**src/logic/touch_cmd_pkg.sv**
```systemverilog
package touch_cmd_pkg;

   localparam logic [7:0] CMD_NULL       = 8'h00;
   localparam logic [7:0] CMD_SETUP      = 8'h01;
   localparam logic [7:0] CMD_CAL_ALL    = 8'h03;
   localparam logic [7:0] CMD_RESET      = 8'h04;
   localparam logic [7:0] CMD_STATUS     = 8'h05;
   localparam logic [7:0] CMD_FIRST_KEY  = 8'h06;
   localparam logic [7:0] CMD_ALL_KEYS   = 8'h07;
   localparam logic [7:0] CMD_ERR_FLAGS  = 8'h0B;
   localparam logic [7:0] CMD_LINE_STAT  = 8'h0C;
   localparam logic [7:0] CMD_DUMP       = 8'h0D;
   localparam logic [7:0] CMD_NV_CRC     = 8'h0E;
   localparam logic [7:0] CMD_LAST       = 8'h0F;
   localparam logic [7:0] CMD_CODE_A     = 8'h10;
   localparam logic [7:0] CMD_CODE_B     = 8'h12;
   localparam logic [1:0] GRP_KEY_DATA   = 2'h1;
   localparam logic [1:0] GRP_KEY_STAT   = 2'h2;
   localparam logic [1:0] GRP_CAL_KEY    = 2'h3;
   localparam logic [2:0] CAL_KEY_PREFIX = 3'h6;
   localparam logic [5:0] LAST_KEY       = 6'h17;

   localparam logic [7:0] ACK_READY      = 8'hFE;
   localparam logic [7:0] ACK_CRC_FAIL   = 8'h00;

   localparam logic [6:0] SETUP_BYTES    = 7'h64;
   localparam logic [7:0] CRC_INIT       = 8'h00;
   localparam logic [7:0] CRC_SKIP       = 8'h00;
   localparam logic [7:0] CRC_POLY       = 8'h07;

   localparam int STAT_COMM_ERR   = 6;
   localparam int STAT_LINE_FAULT = 5;
   localparam int STAT_SYNC_FAIL  = 3;
   localparam int STAT_CAL_FAULT  = 2;
   localparam int STAT_ANY_CAL    = 1;
   localparam int STAT_ANY_TOUCH  = 0;

   localparam int CLK_HZ         = 100_000_000;
   localparam int WINDOW_MS      = 100;
   localparam int WINDOW_CYCLES  = CLK_HZ / 1000 * WINDOW_MS;

   typedef enum logic [2:0] {
      ST_RUN,
      ST_SLOT_WAIT,
      ST_SETUP_ACK,
      ST_SETUP_DATA,
      ST_PROGRAM,
      ST_RESET_ACK
   } mode_t;

   typedef struct packed {
      logic lineFault;
      logic syncFail;
      logic calFault;
      logic anyCal;
      logic anyTouch;
   } sense_status_t;

   typedef struct packed {
      logic       strobe;
      logic [6:0] addr;
      logic [7:0] data;
   } nv_write_t;

   typedef struct packed {
      mode_t      mode;
      logic [7:0] pendCmd;
      logic       pendValid;
      logic [7:0] lastCmd;
      logic       commErr;
      logic [7:0] resp0;
      logic [7:0] resp1;
      logic [1:0] respCount;
      logic [7:0] txByte;
      logic       txStrobe;
      logic [6:0] byteCount;
      logic [7:0] crcAcc;
      logic       crcGood;
      logic       senseHalt;
      logic       calAllStart;
      logic       deviceResetReq;
      logic       calKeyStart;
      logic [4:0] calKey;
      logic       calAck;
      nv_write_t  nvWrite;
      logic       nvProgram;
      logic       fwdStrobe;
      logic [7:0] fwdCmd;
   } cmd_state_t;

endpackage : touch_cmd_pkg

```
**src/logic/crc8_step.sv**
```systemverilog
`timescale 1ns/1ps
module crc8_step
   import touch_cmd_pkg::*;
(
   input  wire logic [7:0] crcIn,
   input  wire logic [7:0] dataIn,
   output logic      [7:0] crcOut
);

   // One byte folded into the running check value, most significant bit first.
   always_comb
   begin
      logic [7:0] c;
      c = crcIn ^ dataIn;
      for (int i = 0; i < 8; i++)
      begin
         c = c[7] ? ({c[6:0], 1'b0} ^ CRC_POLY) : {c[6:0], 1'b0};
      end
      crcOut = c;
   end

endmodule : crc8_step

```
**src/logic/win_timer.sv**
```systemverilog
`timescale 1ns/1ps
module win_timer #(
   parameter int CYCLES = 16
)
(
   input  wire logic clk,
   input  wire logic rst_b,
   input  wire logic start,
   input  wire logic stop,
   output logic      expired
);

   localparam int W = $clog2(CYCLES + 1);
   localparam logic [W-1:0] LAST = W'(CYCLES - 1);

   typedef struct packed {
      logic [W-1:0] count;
      logic         running;
      logic         expired;
   } timer_state_t;

   timer_state_t s_reg;
   timer_state_t s_next;

   // A start restarts the window even while it is running.
   always_comb
   begin
      s_next = s_reg;
      s_next.expired = 1'b0;
      if (start)
      begin
         s_next.running = 1'b1;
         s_next.count = '0;
      end
      else if (stop)
      begin
         s_next.running = 1'b0;
      end
      else if (s_reg.running)
      begin
         if (s_reg.count == LAST)
         begin
            s_next.running = 1'b0;
            s_next.expired = 1'b1;
         end
         else
         begin
            s_next.count = s_reg.count + 1'b1;
         end
      end
   end

   always_ff @(posedge clk)
   begin
      if (!rst_b)
         s_reg <= '0;
      else
         s_reg <= s_next;
   end

   assign expired = s_reg.expired;

endmodule : win_timer

```
**src/logic/touch_matrix_command_handler.sv**
```systemverilog
// Functional notes
// - Single-key cal needs two copies within window.
// - Single-key cal takes key 0..23 only.
// - Single-key cal waits for that key's slot.
// - Single-key cal acknowledges with inverted command.
// - Last-command request accepted outside setup and reset ack, clears error.
// - One null byte shifts out one response byte.
// - Setup entry needs two copies, halts sensing.
// - Setup answers ready, then done or fail.
// - Setup bytes must arrive within window each.
// - Zero check byte skips the check.
// - Setup block is written regardless of check.
// - Sensing restarts by itself after setup load.
// - Cal-all needs two copies, acknowledges on start.
// - Force reset needs two copies, acknowledges first.
// - Missing second copy times out silently.
// - Status byte carries error and activity bits.
// - Communication error stays until last-command request.
// - Status reply appends check over command, status.
// - Stuck keys are recalibrated without host help.
// - Reply check folds command first, then data.
// - Last-command reply is inverted byte, no check.
`timescale 1ns/1ps
module touch_matrix_command_handler
   import touch_cmd_pkg::*;
#(
   parameter int WINDOW = WINDOW_CYCLES
)
(
   input  wire logic          clk,
   input  wire logic          rst_b,
   input  wire logic          rxValid,
   input  wire logic [7:0]    rxByte,
   output logic               txStrobe,
   output logic      [7:0]    txByte,
   input  wire sense_status_t senseStatus,
   input  wire logic          slotStart,
   input  wire logic [4:0]    slotKey,
   input  wire logic          stuckKey,
   input  wire logic [4:0]    stuckKeyIndex,
   input  wire logic          nvDone,
   output logic               senseHalt,
   output logic               calAllStart,
   output logic               deviceResetReq,
   output logic               calKeyStart,
   output logic      [4:0]    calKeyIndex,
   output nv_write_t          nvWrite,
   output logic               nvProgram,
   output logic               fwdStrobe,
   output logic      [7:0]    fwdCmd,
   output logic               commError
);

   cmd_state_t s_reg;
   cmd_state_t s_next;

   logic       winStart;
   logic       winStop;
   logic       winExpired;
   logic       byteStart;
   logic       byteStop;
   logic       byteExpired;
   logic [7:0] statusByte;
   logic [7:0] crcCmd;
   logic [7:0] crcStatus;
   logic [7:0] crcSetup;

   function automatic logic isKeyCmd(input logic [7:0] b, input logic [1:0] grp);
      return (b[7:6] == grp) && (b[5:0] <= LAST_KEY);
   endfunction : isKeyCmd

   function automatic logic isDouble(input logic [7:0] b);
      return (b == CMD_SETUP) || (b == CMD_CAL_ALL) || (b == CMD_RESET) || isKeyCmd(b, GRP_CAL_KEY);
   endfunction : isDouble

   function automatic logic isForwarded(input logic [7:0] b);
      return (b == CMD_FIRST_KEY) || (b == CMD_ALL_KEYS) || (b == CMD_ERR_FLAGS) || (b == CMD_LINE_STAT)
             || (b == CMD_DUMP) || (b == CMD_NV_CRC) || (b == CMD_CODE_A) || (b == CMD_CODE_B)
             || isKeyCmd(b, GRP_KEY_DATA) || isKeyCmd(b, GRP_KEY_STAT);
   endfunction : isForwarded

   always_comb
   begin
      statusByte = 8'h00;
      statusByte[STAT_COMM_ERR] = s_reg.commErr;
      statusByte[STAT_LINE_FAULT] = senseStatus.lineFault;
      statusByte[STAT_SYNC_FAIL] = senseStatus.syncFail;
      statusByte[STAT_CAL_FAULT] = senseStatus.calFault;
      statusByte[STAT_ANY_CAL] = senseStatus.anyCal;
      statusByte[STAT_ANY_TOUCH] = senseStatus.anyTouch;
   end

   // The reply check starts from the command code and then takes the status byte.
   crc8_step u_crcCmd (
      .crcIn  (CRC_INIT),
      .dataIn (CMD_STATUS),
      .crcOut (crcCmd)
   );

   crc8_step u_crcStatus (
      .crcIn  (crcCmd),
      .dataIn (statusByte),
      .crcOut (crcStatus)
   );

   crc8_step u_crcSetup (
      .crcIn  (s_reg.crcAcc),
      .dataIn (rxByte),
      .crcOut (crcSetup)
   );

   win_timer #(
      .CYCLES (WINDOW)
   ) u_winTimer (
      .clk     (clk),
      .rst_b   (rst_b),
      .start   (winStart),
      .stop    (winStop),
      .expired (winExpired)
   );

   win_timer #(
      .CYCLES (WINDOW)
   ) u_byteTimer (
      .clk     (clk),
      .rst_b   (rst_b),
      .start   (byteStart),
      .stop    (byteStop),
      .expired (byteExpired)
   );

   always_comb
   begin
      s_next = s_reg;
      winStart = 1'b0;
      winStop = 1'b0;
      byteStart = 1'b0;
      byteStop = 1'b0;
      s_next.txStrobe = 1'b0;
      s_next.calAllStart = 1'b0;
      s_next.deviceResetReq = 1'b0;
      s_next.calKeyStart = 1'b0;
      s_next.nvWrite.strobe = 1'b0;
      s_next.nvProgram = 1'b0;
      s_next.fwdStrobe = 1'b0;

      if (winExpired)
         s_next.pendValid = 1'b0;

      unique case (s_reg.mode)
         ST_RUN, ST_SLOT_WAIT:
         begin
            if (rxValid && (rxByte == CMD_NULL))
            begin
               s_next.pendValid = 1'b0;
               winStop = 1'b1;
               if (s_reg.respCount != 2'd0)
               begin
                  s_next.txByte = s_reg.resp0;
                  s_next.txStrobe = 1'b1;
                  s_next.resp0 = s_reg.resp1;
                  s_next.respCount = s_reg.respCount - 2'd1;
               end
            end
            else if (rxValid)
            begin
               s_next.lastCmd = rxByte;
               s_next.respCount = 2'd0;
               if (isDouble(rxByte))
               begin
                  if (s_reg.pendValid && (s_reg.pendCmd == rxByte) && !winExpired)
                  begin
                     s_next.pendValid = 1'b0;
                     winStop = 1'b1;
                     if (s_reg.mode == ST_RUN)
                     begin
                        if (rxByte == CMD_SETUP)
                        begin
                           s_next.mode = ST_SETUP_ACK;
                           s_next.senseHalt = 1'b1;
                           s_next.resp0 = ACK_READY;
                           s_next.respCount = 2'd1;
                           byteStart = 1'b1;
                        end
                        else if (rxByte == CMD_CAL_ALL)
                        begin
                           s_next.calAllStart = 1'b1;
                           s_next.resp0 = ~rxByte;
                           s_next.respCount = 2'd1;
                        end
                        else if (rxByte == CMD_RESET)
                        begin
                           s_next.mode = ST_RESET_ACK;
                           s_next.resp0 = ~rxByte;
                           s_next.respCount = 2'd1;
                        end
                        else
                        begin
                           s_next.mode = ST_SLOT_WAIT;
                           s_next.calKey = rxByte[4:0];
                           s_next.calAck = 1'b1;
                        end
                     end
                  end
                  else
                  begin
                     s_next.pendCmd = rxByte;
                     s_next.pendValid = 1'b1;
                     winStart = 1'b1;
                  end
               end
               else
               begin
                  s_next.pendValid = 1'b0;
                  winStop = 1'b1;
                  if (rxByte == CMD_STATUS)
                  begin
                     s_next.resp0 = statusByte;
                     s_next.resp1 = crcStatus;
                     s_next.respCount = 2'd2;
                  end
                  else if (rxByte == CMD_LAST)
                  begin
                     s_next.resp0 = ~s_reg.lastCmd;
                     s_next.respCount = 2'd1;
                     s_next.commErr = 1'b0;
                  end
                  else if (isForwarded(rxByte))
                  begin
                     s_next.fwdStrobe = 1'b1;
                     s_next.fwdCmd = rxByte;
                  end
                  else
                  begin
                     s_next.commErr = 1'b1;
                  end
               end
            end

            if (s_reg.mode == ST_RUN && !rxValid && stuckKey)
            begin
               s_next.mode = ST_SLOT_WAIT;
               s_next.calKey = stuckKeyIndex;
               s_next.calAck = 1'b0;
            end

            // The acknowledge is queued last so that it outranks a reply of the same cycle.
            if (s_reg.mode == ST_SLOT_WAIT && slotStart && slotKey == s_reg.calKey)
            begin
               s_next.mode = ST_RUN;
               s_next.calKeyStart = 1'b1;
               if (s_reg.calAck)
               begin
                  s_next.resp0 = ~{CAL_KEY_PREFIX, s_reg.calKey};
                  s_next.respCount = 2'd1;
               end
            end
         end

         ST_SETUP_ACK:
         begin
            if (byteExpired)
            begin
               s_next.mode = ST_RUN;
               s_next.senseHalt = 1'b0;
               s_next.respCount = 2'd0;
            end
            else if (rxValid)
            begin
               s_next.txByte = s_reg.resp0;
               s_next.txStrobe = 1'b1;
               s_next.respCount = 2'd0;
               s_next.mode = ST_SETUP_DATA;
               s_next.byteCount = 7'd0;
               s_next.crcAcc = CRC_INIT;
               byteStart = 1'b1;
            end
         end

         ST_SETUP_DATA:
         begin
            if (byteExpired)
            begin
               s_next.mode = ST_RUN;
               s_next.senseHalt = 1'b0;
            end
            else if (rxValid && s_reg.byteCount != SETUP_BYTES)
            begin
               byteStart = 1'b1;
               s_next.nvWrite.strobe = 1'b1;
               s_next.nvWrite.addr = s_reg.byteCount;
               s_next.nvWrite.data = rxByte;
               s_next.crcAcc = crcSetup;
               s_next.byteCount = s_reg.byteCount + 7'd1;
            end
            else if (rxValid)
            begin
               byteStop = 1'b1;
               s_next.crcGood = (rxByte == CRC_SKIP) || (rxByte == s_reg.crcAcc);
               s_next.nvProgram = 1'b1;
               s_next.mode = ST_PROGRAM;
            end
         end

         ST_PROGRAM:
         begin
            if (nvDone)
            begin
               s_next.resp0 = s_reg.crcGood ? ACK_READY : ACK_CRC_FAIL;
               s_next.respCount = 2'd1;
               s_next.senseHalt = 1'b0;
               s_next.mode = ST_RUN;
            end
         end

         ST_RESET_ACK:
         begin
            if (rxValid && rxByte == CMD_NULL && s_reg.respCount != 2'd0)
            begin
               s_next.txByte = s_reg.resp0;
               s_next.txStrobe = 1'b1;
               s_next.respCount = 2'd0;
               s_next.deviceResetReq = 1'b1;
               s_next.mode = ST_RUN;
            end
         end

         default:
         begin
            s_next.mode = ST_RUN;
         end
      endcase
   end

   always_ff @(posedge clk)
   begin
      if (!rst_b)
         s_reg <= '0;
      else
         s_reg <= s_next;
   end

   assign txStrobe       = s_reg.txStrobe;
   assign txByte         = s_reg.txByte;
   assign senseHalt      = s_reg.senseHalt;
   assign calAllStart    = s_reg.calAllStart;
   assign deviceResetReq = s_reg.deviceResetReq;
   assign calKeyStart    = s_reg.calKeyStart;
   assign calKeyIndex    = s_reg.calKey;
   assign nvWrite        = s_reg.nvWrite;
   assign nvProgram      = s_reg.nvProgram;
   assign fwdStrobe      = s_reg.fwdStrobe;
   assign fwdCmd         = s_reg.fwdCmd;
   assign commError      = s_reg.commErr;

endmodule : touch_matrix_command_handler

```
**config.mk**
```make
export PLATFORM = sky130hd
export DESIGN_NAME = touch_matrix_command_handler
export DESIGN_NICKNAME = d
export VERILOG_FILES = /design/src/logic/touch_cmd_pkg.sv /design/src/logic/crc8_step.sv /design/src/logic/win_timer.sv /design/src/logic/touch_matrix_command_handler.sv
export SDC_FILE = /design/constraint.sdc
export NUM_CORES = 1
export LEC_CHECK = 0
export BUFFER_PORTS_ARGS = -buffer_cell sky130_fd_sc_hd__buf_4
export CORE_MARGIN = 2
export CORE_UTILIZATION = 54
export CTS_BUF_LIST = sky130_fd_sc_hd__clkbuf_16
export CTS_CLUSTER_SIZE = 25
export DETAILED_ROUTE_END_ITERATION = 8
export PLACE_DENSITY = 0.83
export SLEW_MARGIN = 20
export SYNTH_ARGS = -nofsm -noshare
export SYNTH_HDL_FRONTEND = slang
export SYNTH_SLANG_ARGS = --single-unit
```
**constraint.sdc**
```tcl
create_clock -name clk -period 2.3 [get_ports clk]
set_input_delay 0.23 -clock clk [delete_from_list [all_inputs] [get_ports clk]]
set_output_delay 0.23 -clock clk [all_outputs]
set_load 0.005 [all_outputs]
```
# Word level (Yosys, flattened, before mapping)

Cells that the tools add are included.

Output and inout bits: 45
Input port bits: 29
Flip-flop bits (word level): 152

Bitwise gates (word level): 38
Equal/unequal tests: 56
Add/subtract/negate cells: 4
Magnitude comparators: 1
Reduce and logical (&&, ||, !) cells: 66
Mux-type cells: 142

Operator list:

| kind                                          | count |
|---|---|
| 2-to-1 mux 8 bit                              | 17 |
| 2-to-1 mux 3 bit                              | 29 |
| 2-to-1 mux 26 bit                             | 3 |
| 2-to-1 mux 24 bit                             | 3 |
| 2-to-1 mux 6 bit                              | 9 |
| adder 24 x 1 -> 24 bit, second input constant | 2 |
| == test 24 bit, second input constant         | 2 |
| 2-to-1 mux 1 bit                              | 48 |
| inverter 3 bit                                | 15 |
| 2-to-1 mux 11 bit                             | 4 |
| == test 8 x 4 -> 1 bit, second input constant | 5 |
| 2-to-1 mux 39 bit                             | 1 |
| == test 8 x 3 -> 1 bit, second input constant | 4 |
| 2-to-1 mux 16 bit                             | 2 |
| != test 2 bit, second input constant          | 16 |
| case mux 15 bit (2 select lines)              | 1 |
| 2-to-1 mux 2 bit                              | 14 |
| 2-to-1 mux 9 bit                              | 3 |
| case mux 9 bit (3 select lines)               | 1 |
| inverter 8 bit                                | 3 |
| != test 4 bit, second input constant          | 5 |
| inverter 1 bit                                | 18 |
| AND reduction 9 bit                           | 2 |
| == test 8 x 5 -> 1 bit, second input constant | 2 |
| 44 further kinds                              | 98 |

# Longest topological paths before layout

Depth after elaboration: 22
Depth in mapped cells: 12
Depth with buffers taken out: 8

# By module

From an unflattened synthesis, not the netlist that was laid out.

Cell total of the unflattened synthesis: 1017
Area total of the unflattened synthesis: 8635.8 µm²

Modules (own cells, without submodules):

| module                       | instances | sequential area each (µm²) | area an instance (µm²) | cells each |
|---|---|---|---|---|
| touch_matrix_command_handler | 1         | 2001.9                     | 5455.2                 | 667 |
| win_timer at u_winTimer      | 1         | 520.5                      | 1311.3                 | 148 |
| win_timer at u_byteTimer     | 1         | 520.5                      | 1249.9                 | 139 |
| crc8_step                    | 3         | 0.0                        | 206.4                  | 21 |

# Worst setup path before layout

No wires, ideal clock.

Kind: input to register
Start point: in rxByte[2]
End point: reg s_reg (netlist bit fwdCmd[4])
Library setup time: 0.128 ns
Path slack: 0.055 ns
Stages: 11
Arrival time: 2.118 ns
Cell sequence: buf_2 > nor2b_4 > buf_6 > o211a_1 > buf_6 > or2_1 > buf_6 > or4_1 > buf_4 > mux2i_1 > nor2_1

Longest elaborated chain between the ends: 11
Elaborated cells between the ends (all ways): 36

Ends and longest elaborated chain:

| what                                   | line                                | RTL |
|---|---|---|
| from (decl)                            | touch_matrix_command_handler.sv:33  | `input wire logic [7:0] rxByte,` |
| == test 8 x 3 -> 1 bit                 | touch_matrix_command_handler.sv:77  | `return (b == CMD_FIRST_KEY) \|\| (b == CMD_ALL_KEYS) \|\| (b == CMD_ERR_FLAGS) \|\| (b == CMD_LINE_STAT)` |
| logical OR 1 bit (3 in a row)          | touch_matrix_command_handler.sv:77  |  |
| logical OR 1 bit (4 in a row)          | touch_matrix_command_handler.sv:78  | `\|\| (b == CMD_DUMP) \|\| (b == CMD_NV_CRC) \|\| (b == CMD_CODE_A) \|\| (b == CMD_CODE_B)` |
| logical OR 1 bit (2 in a row)          | touch_matrix_command_handler.sv:79  | `\|\| isKeyCmd(b, GRP_KEY_DATA) \|\| isKeyCmd(b, GRP_KEY_STAT);` |
| AND reduction 7 bit (no source line) * | -                                   |  |
| to (signal assigned)                   | touch_matrix_command_handler.sv:340 | `s_reg <= s_next;` |
| to (decl)                              | touch_matrix_command_handler.sv:54  | `cmd_state_t s_reg;` |

Every way passes the cells marked *; elsewhere a longest branch is shown, timed or not.
A chain may end at the register's enable or synchronous reset.

# Worst setup path after layout

Start point: reg s_reg[93] (netlist bit)
End point: reg s_reg (netlist bit calKeyIndex[4])

Longest elaborated chain between the ends: 5

Ends and longest elaborated chain:

| what                                 | line                                | RTL |
|---|---|---|
| == test 8 bit                        | touch_matrix_command_handler.sv:171 | `if (s_reg.pendValid && (s_reg.pendCmd == rxByte) && !winExpired)` |
| logical AND 1 bit (2 in a row)       | touch_matrix_command_handler.sv:171 |  |
| nonzero test 2 bit (no source line)  | -                                   |  |
| AND reduction 9 bit (no source line) | -                                   |  |

Every way passes these cells.

==> impl_results.md <==
- GRT overflow: 0
- Clock Sinks: ~150
- Vias: between 7000 and 8000
- Post-synth EDFFs: 0
- Ports: 74
- Hold Vio Cnt, Final: 0
- Detail Placement HPWL: approximately 15000 um
- Max frequency: roughly 450 MHz
- Power Dens Cells: between 700 and 800 nW/um2
- Clock-pin slew on the worst setup and hold paths: approximately 60 ps
- Post-synth top cells: 152 x dfxtp_1, 111 x nor2_1, 88 x nand2_1, 79 x a21oi_1, 39 x buf_4
- Largest cells by area after synthesis: dfxtp_1 37%, nor2_1 5.1%, a21oi_1 4.8%, xnor2_1 4.1%, mux2i_1 4.0%
- PortBufs: 73
- Post-DR wirelength/cell: 17.3 um
- Outcome: finished clean
- Placed cell areas: just over 9000 um2
- Initial DRC count: 740
- Final worst-path cycle share: 96.0%
- Routed Antenna Nets: 0
- Synthesized net count: ~1000
- HP Class: in -> reg
- H-tree depth: 4
- Largest net degree at the start of global routing: 75
- Routed vias/inst: roughly 6.1
- Worst Tran Pin Value: roughly 670 ps
- Routability cong.: roughly 1
- GRT Util Overall: between 20% and 30%
- Critical Path AT: approximately 2600 ps
- Drt pass-1 iters: 5
- Area grow syn2layout: 18.2%
- Max clock buf depth: 2
- Clock root buffer master: clkbuf_16
- ANT cells: 0
- Nets: roughly 1100
- Design area: 9690 um2
- Row count: between 40 and 50
- Period minus WS final: 2210 ps
- Crit path kind: reg -> reg
- Fillers: between 1000 and 1500
- Synth area leader: dfxtp_1
- Syn avg cell area: 8.31 um2
- # Max-Cap Violations: 0
- Leakage: roughly 0.0037 uW
- Max transition margin: a little under three fifths
- Floorplan core area: ~15000 um2
- Num CTS Buffers: 17
- Antenna violations before repair: 0
- Max-slew violations: 0
- Async SR Flop Fraction: 0%
- Final worst clock skew: approximately 12 ps
- Setup crit start kind: flip-flop
- First-pass GRT wire length: between 30000 and 40000 um
- Worst-skew pair later-pin latency: roughly 440 ps
- CP Capture Type: flip-flop
- Vias in the first global route: 7071
- Share of post-route cells with drive strength above 1: between 10% and 20%
- Worst hold slack: between 80 and 90 ps
- Warnings, synthesis: 0
- DRC: 0
- Max FO, Critical Path: 9
- WL final: 21800 um
- Register bit total from synthesis: ~150
- Initial cell density of the core: 54.5%
- Netlist cell types: 79
- Main synth FF type: dfxtp_1
- Seq/Total Area, Yosys: approximately 37%
- Most frequent cell after synthesis: dfxtp_1
- Syn Std Cell Area: a little over 8000 um2
- Synth top area share: 37.1%
- Data required time of the critical path: 2640 ps
- Number of flip-flops in the largest register: 55
- CTS tree: yes
- Setup violations, final: 0
- Mapped Cells: around 990
- Die width: between 100 and 150 um
- Die H: between 100 and 150 um
- Die area: ~16000 um2
- Worst vdd ir: 0.618 mV
==> layer usage <==
metal / vias to the layer above / part of all wire, % / global-route usage (%)
li1: 3673 / - / -
met1: 3646 / 43 / 35.4
met2: 308 / 46 / 43.3
met3: 70 / 6.5 / 5.49
met4: 0 / 4.0 / 13.5
met5: - / 0 / 0
==> kinds of logic (layout without fill, tap and decap cells) <==
group           after synthesis  count (layout)  share of synthesized area, %
simple gates                386             386                          24.4
compound gates              225             225                          18.1
flops                       152             152                          37.1
buf+inv                     116             207                          7.95
xor+xnor                     67              67                          7.16
mux                          34              34                          4.17
fa+ha+maj                     7               7                          1.07
==> area by class of cell <==
| class | instances | area, um2 | area share (%) |
|---|---|---|---|
| multi-input cells | 719 | 4540 | 46.9 |
| inverters | 21 | 78.8 | 0.814 |
| clock inverters | 14 | 135 | 1.39 |
| flip-flops and latches | 152 | 3040 | 31.4 |
| repair buffers | 155 | 1230 | 12.7 |
| clock buffers | 17 | 425 | 4.39 |
| well taps | 188 | 235 | 2.43 |
==> cell usage in the layout, fill, tap and decap left out, drive strengths merged, types with 6 or more instances in the layout <==
cell type	instances
o22ai	13
xor2	29
buf	155
nor2	111
nor2b	8
nand2	88
clkbuf	17
nand3	31
inv	23
o211ai	7
o21ai	38
nor4	13
a211oi	10
dfxtp	152
and3	22
o31ai	15
mux2i	33
nand2b	8
nor3	24
ha	7
or3	16
clkinvlp	6
nor4b	6
or4	17
xnor2	38
a21oi	81
nand4	17
==> critical path: stages, from the launching register on <==
cell,delay (ps)
dfxtp_1,320
xor2_1,150
or4_4,540
or3_4,360
o31ai_4,260
buf_12,150
a21oi_1,70
a311oi_2,250
==> worst paths after layout <==
check                                      end  cells after the start       from  slack (ps)
worst max-delay path            calKeyIndex[4]                      7  s_reg[93]          90
worst min-delay path                 s_reg[86]                      3  rxByte[6]          80
worst max register to register  calKeyIndex[4]                      7  s_reg[93]          90
worst min register to register       s_reg[83]                      2  s_reg[83]         460
==> report_power, final <==
group          internal (uW)  leakage [uW]  total, uW  switching [uW]
Combinational            586       0.00217       1410             824
Sequential              2740       0.00123       2840             107
Clock                   1570      0.000259       2700            1120
Total                   4900       0.00365       6950            2060
==> what timing repair did <==
item,4_1_cts,5_1_grt
endpoints found under the setup margin,2,27
resized for setup,0,7
hold buffers,0,0
pin swaps,1,1
buffers inserted,1,0
==> metrics by stage <==
step | instances | setup TNS, ps | utilization [%] | power, uW | setup WS (ps)
2_1_floorplan | 987 | 0 | - | 3770 | 54.8
3_3_place_gp | 1234 | -59.0 | 60.3 | 4220 | -39.9
3_5_place_dp | 1234 | -746 | 60.3 | 4250 | -68.4
4_1_cts | 1266 | 0 | 64.2 | 6950 | 55.0
5_1_grt | 1266 | -13.7 | 64.4 | 7220 | -13.7
6_report | 1266 | 0 | 64.4 | 6950 | 90.9
Power figures use the tool's default switching activity.
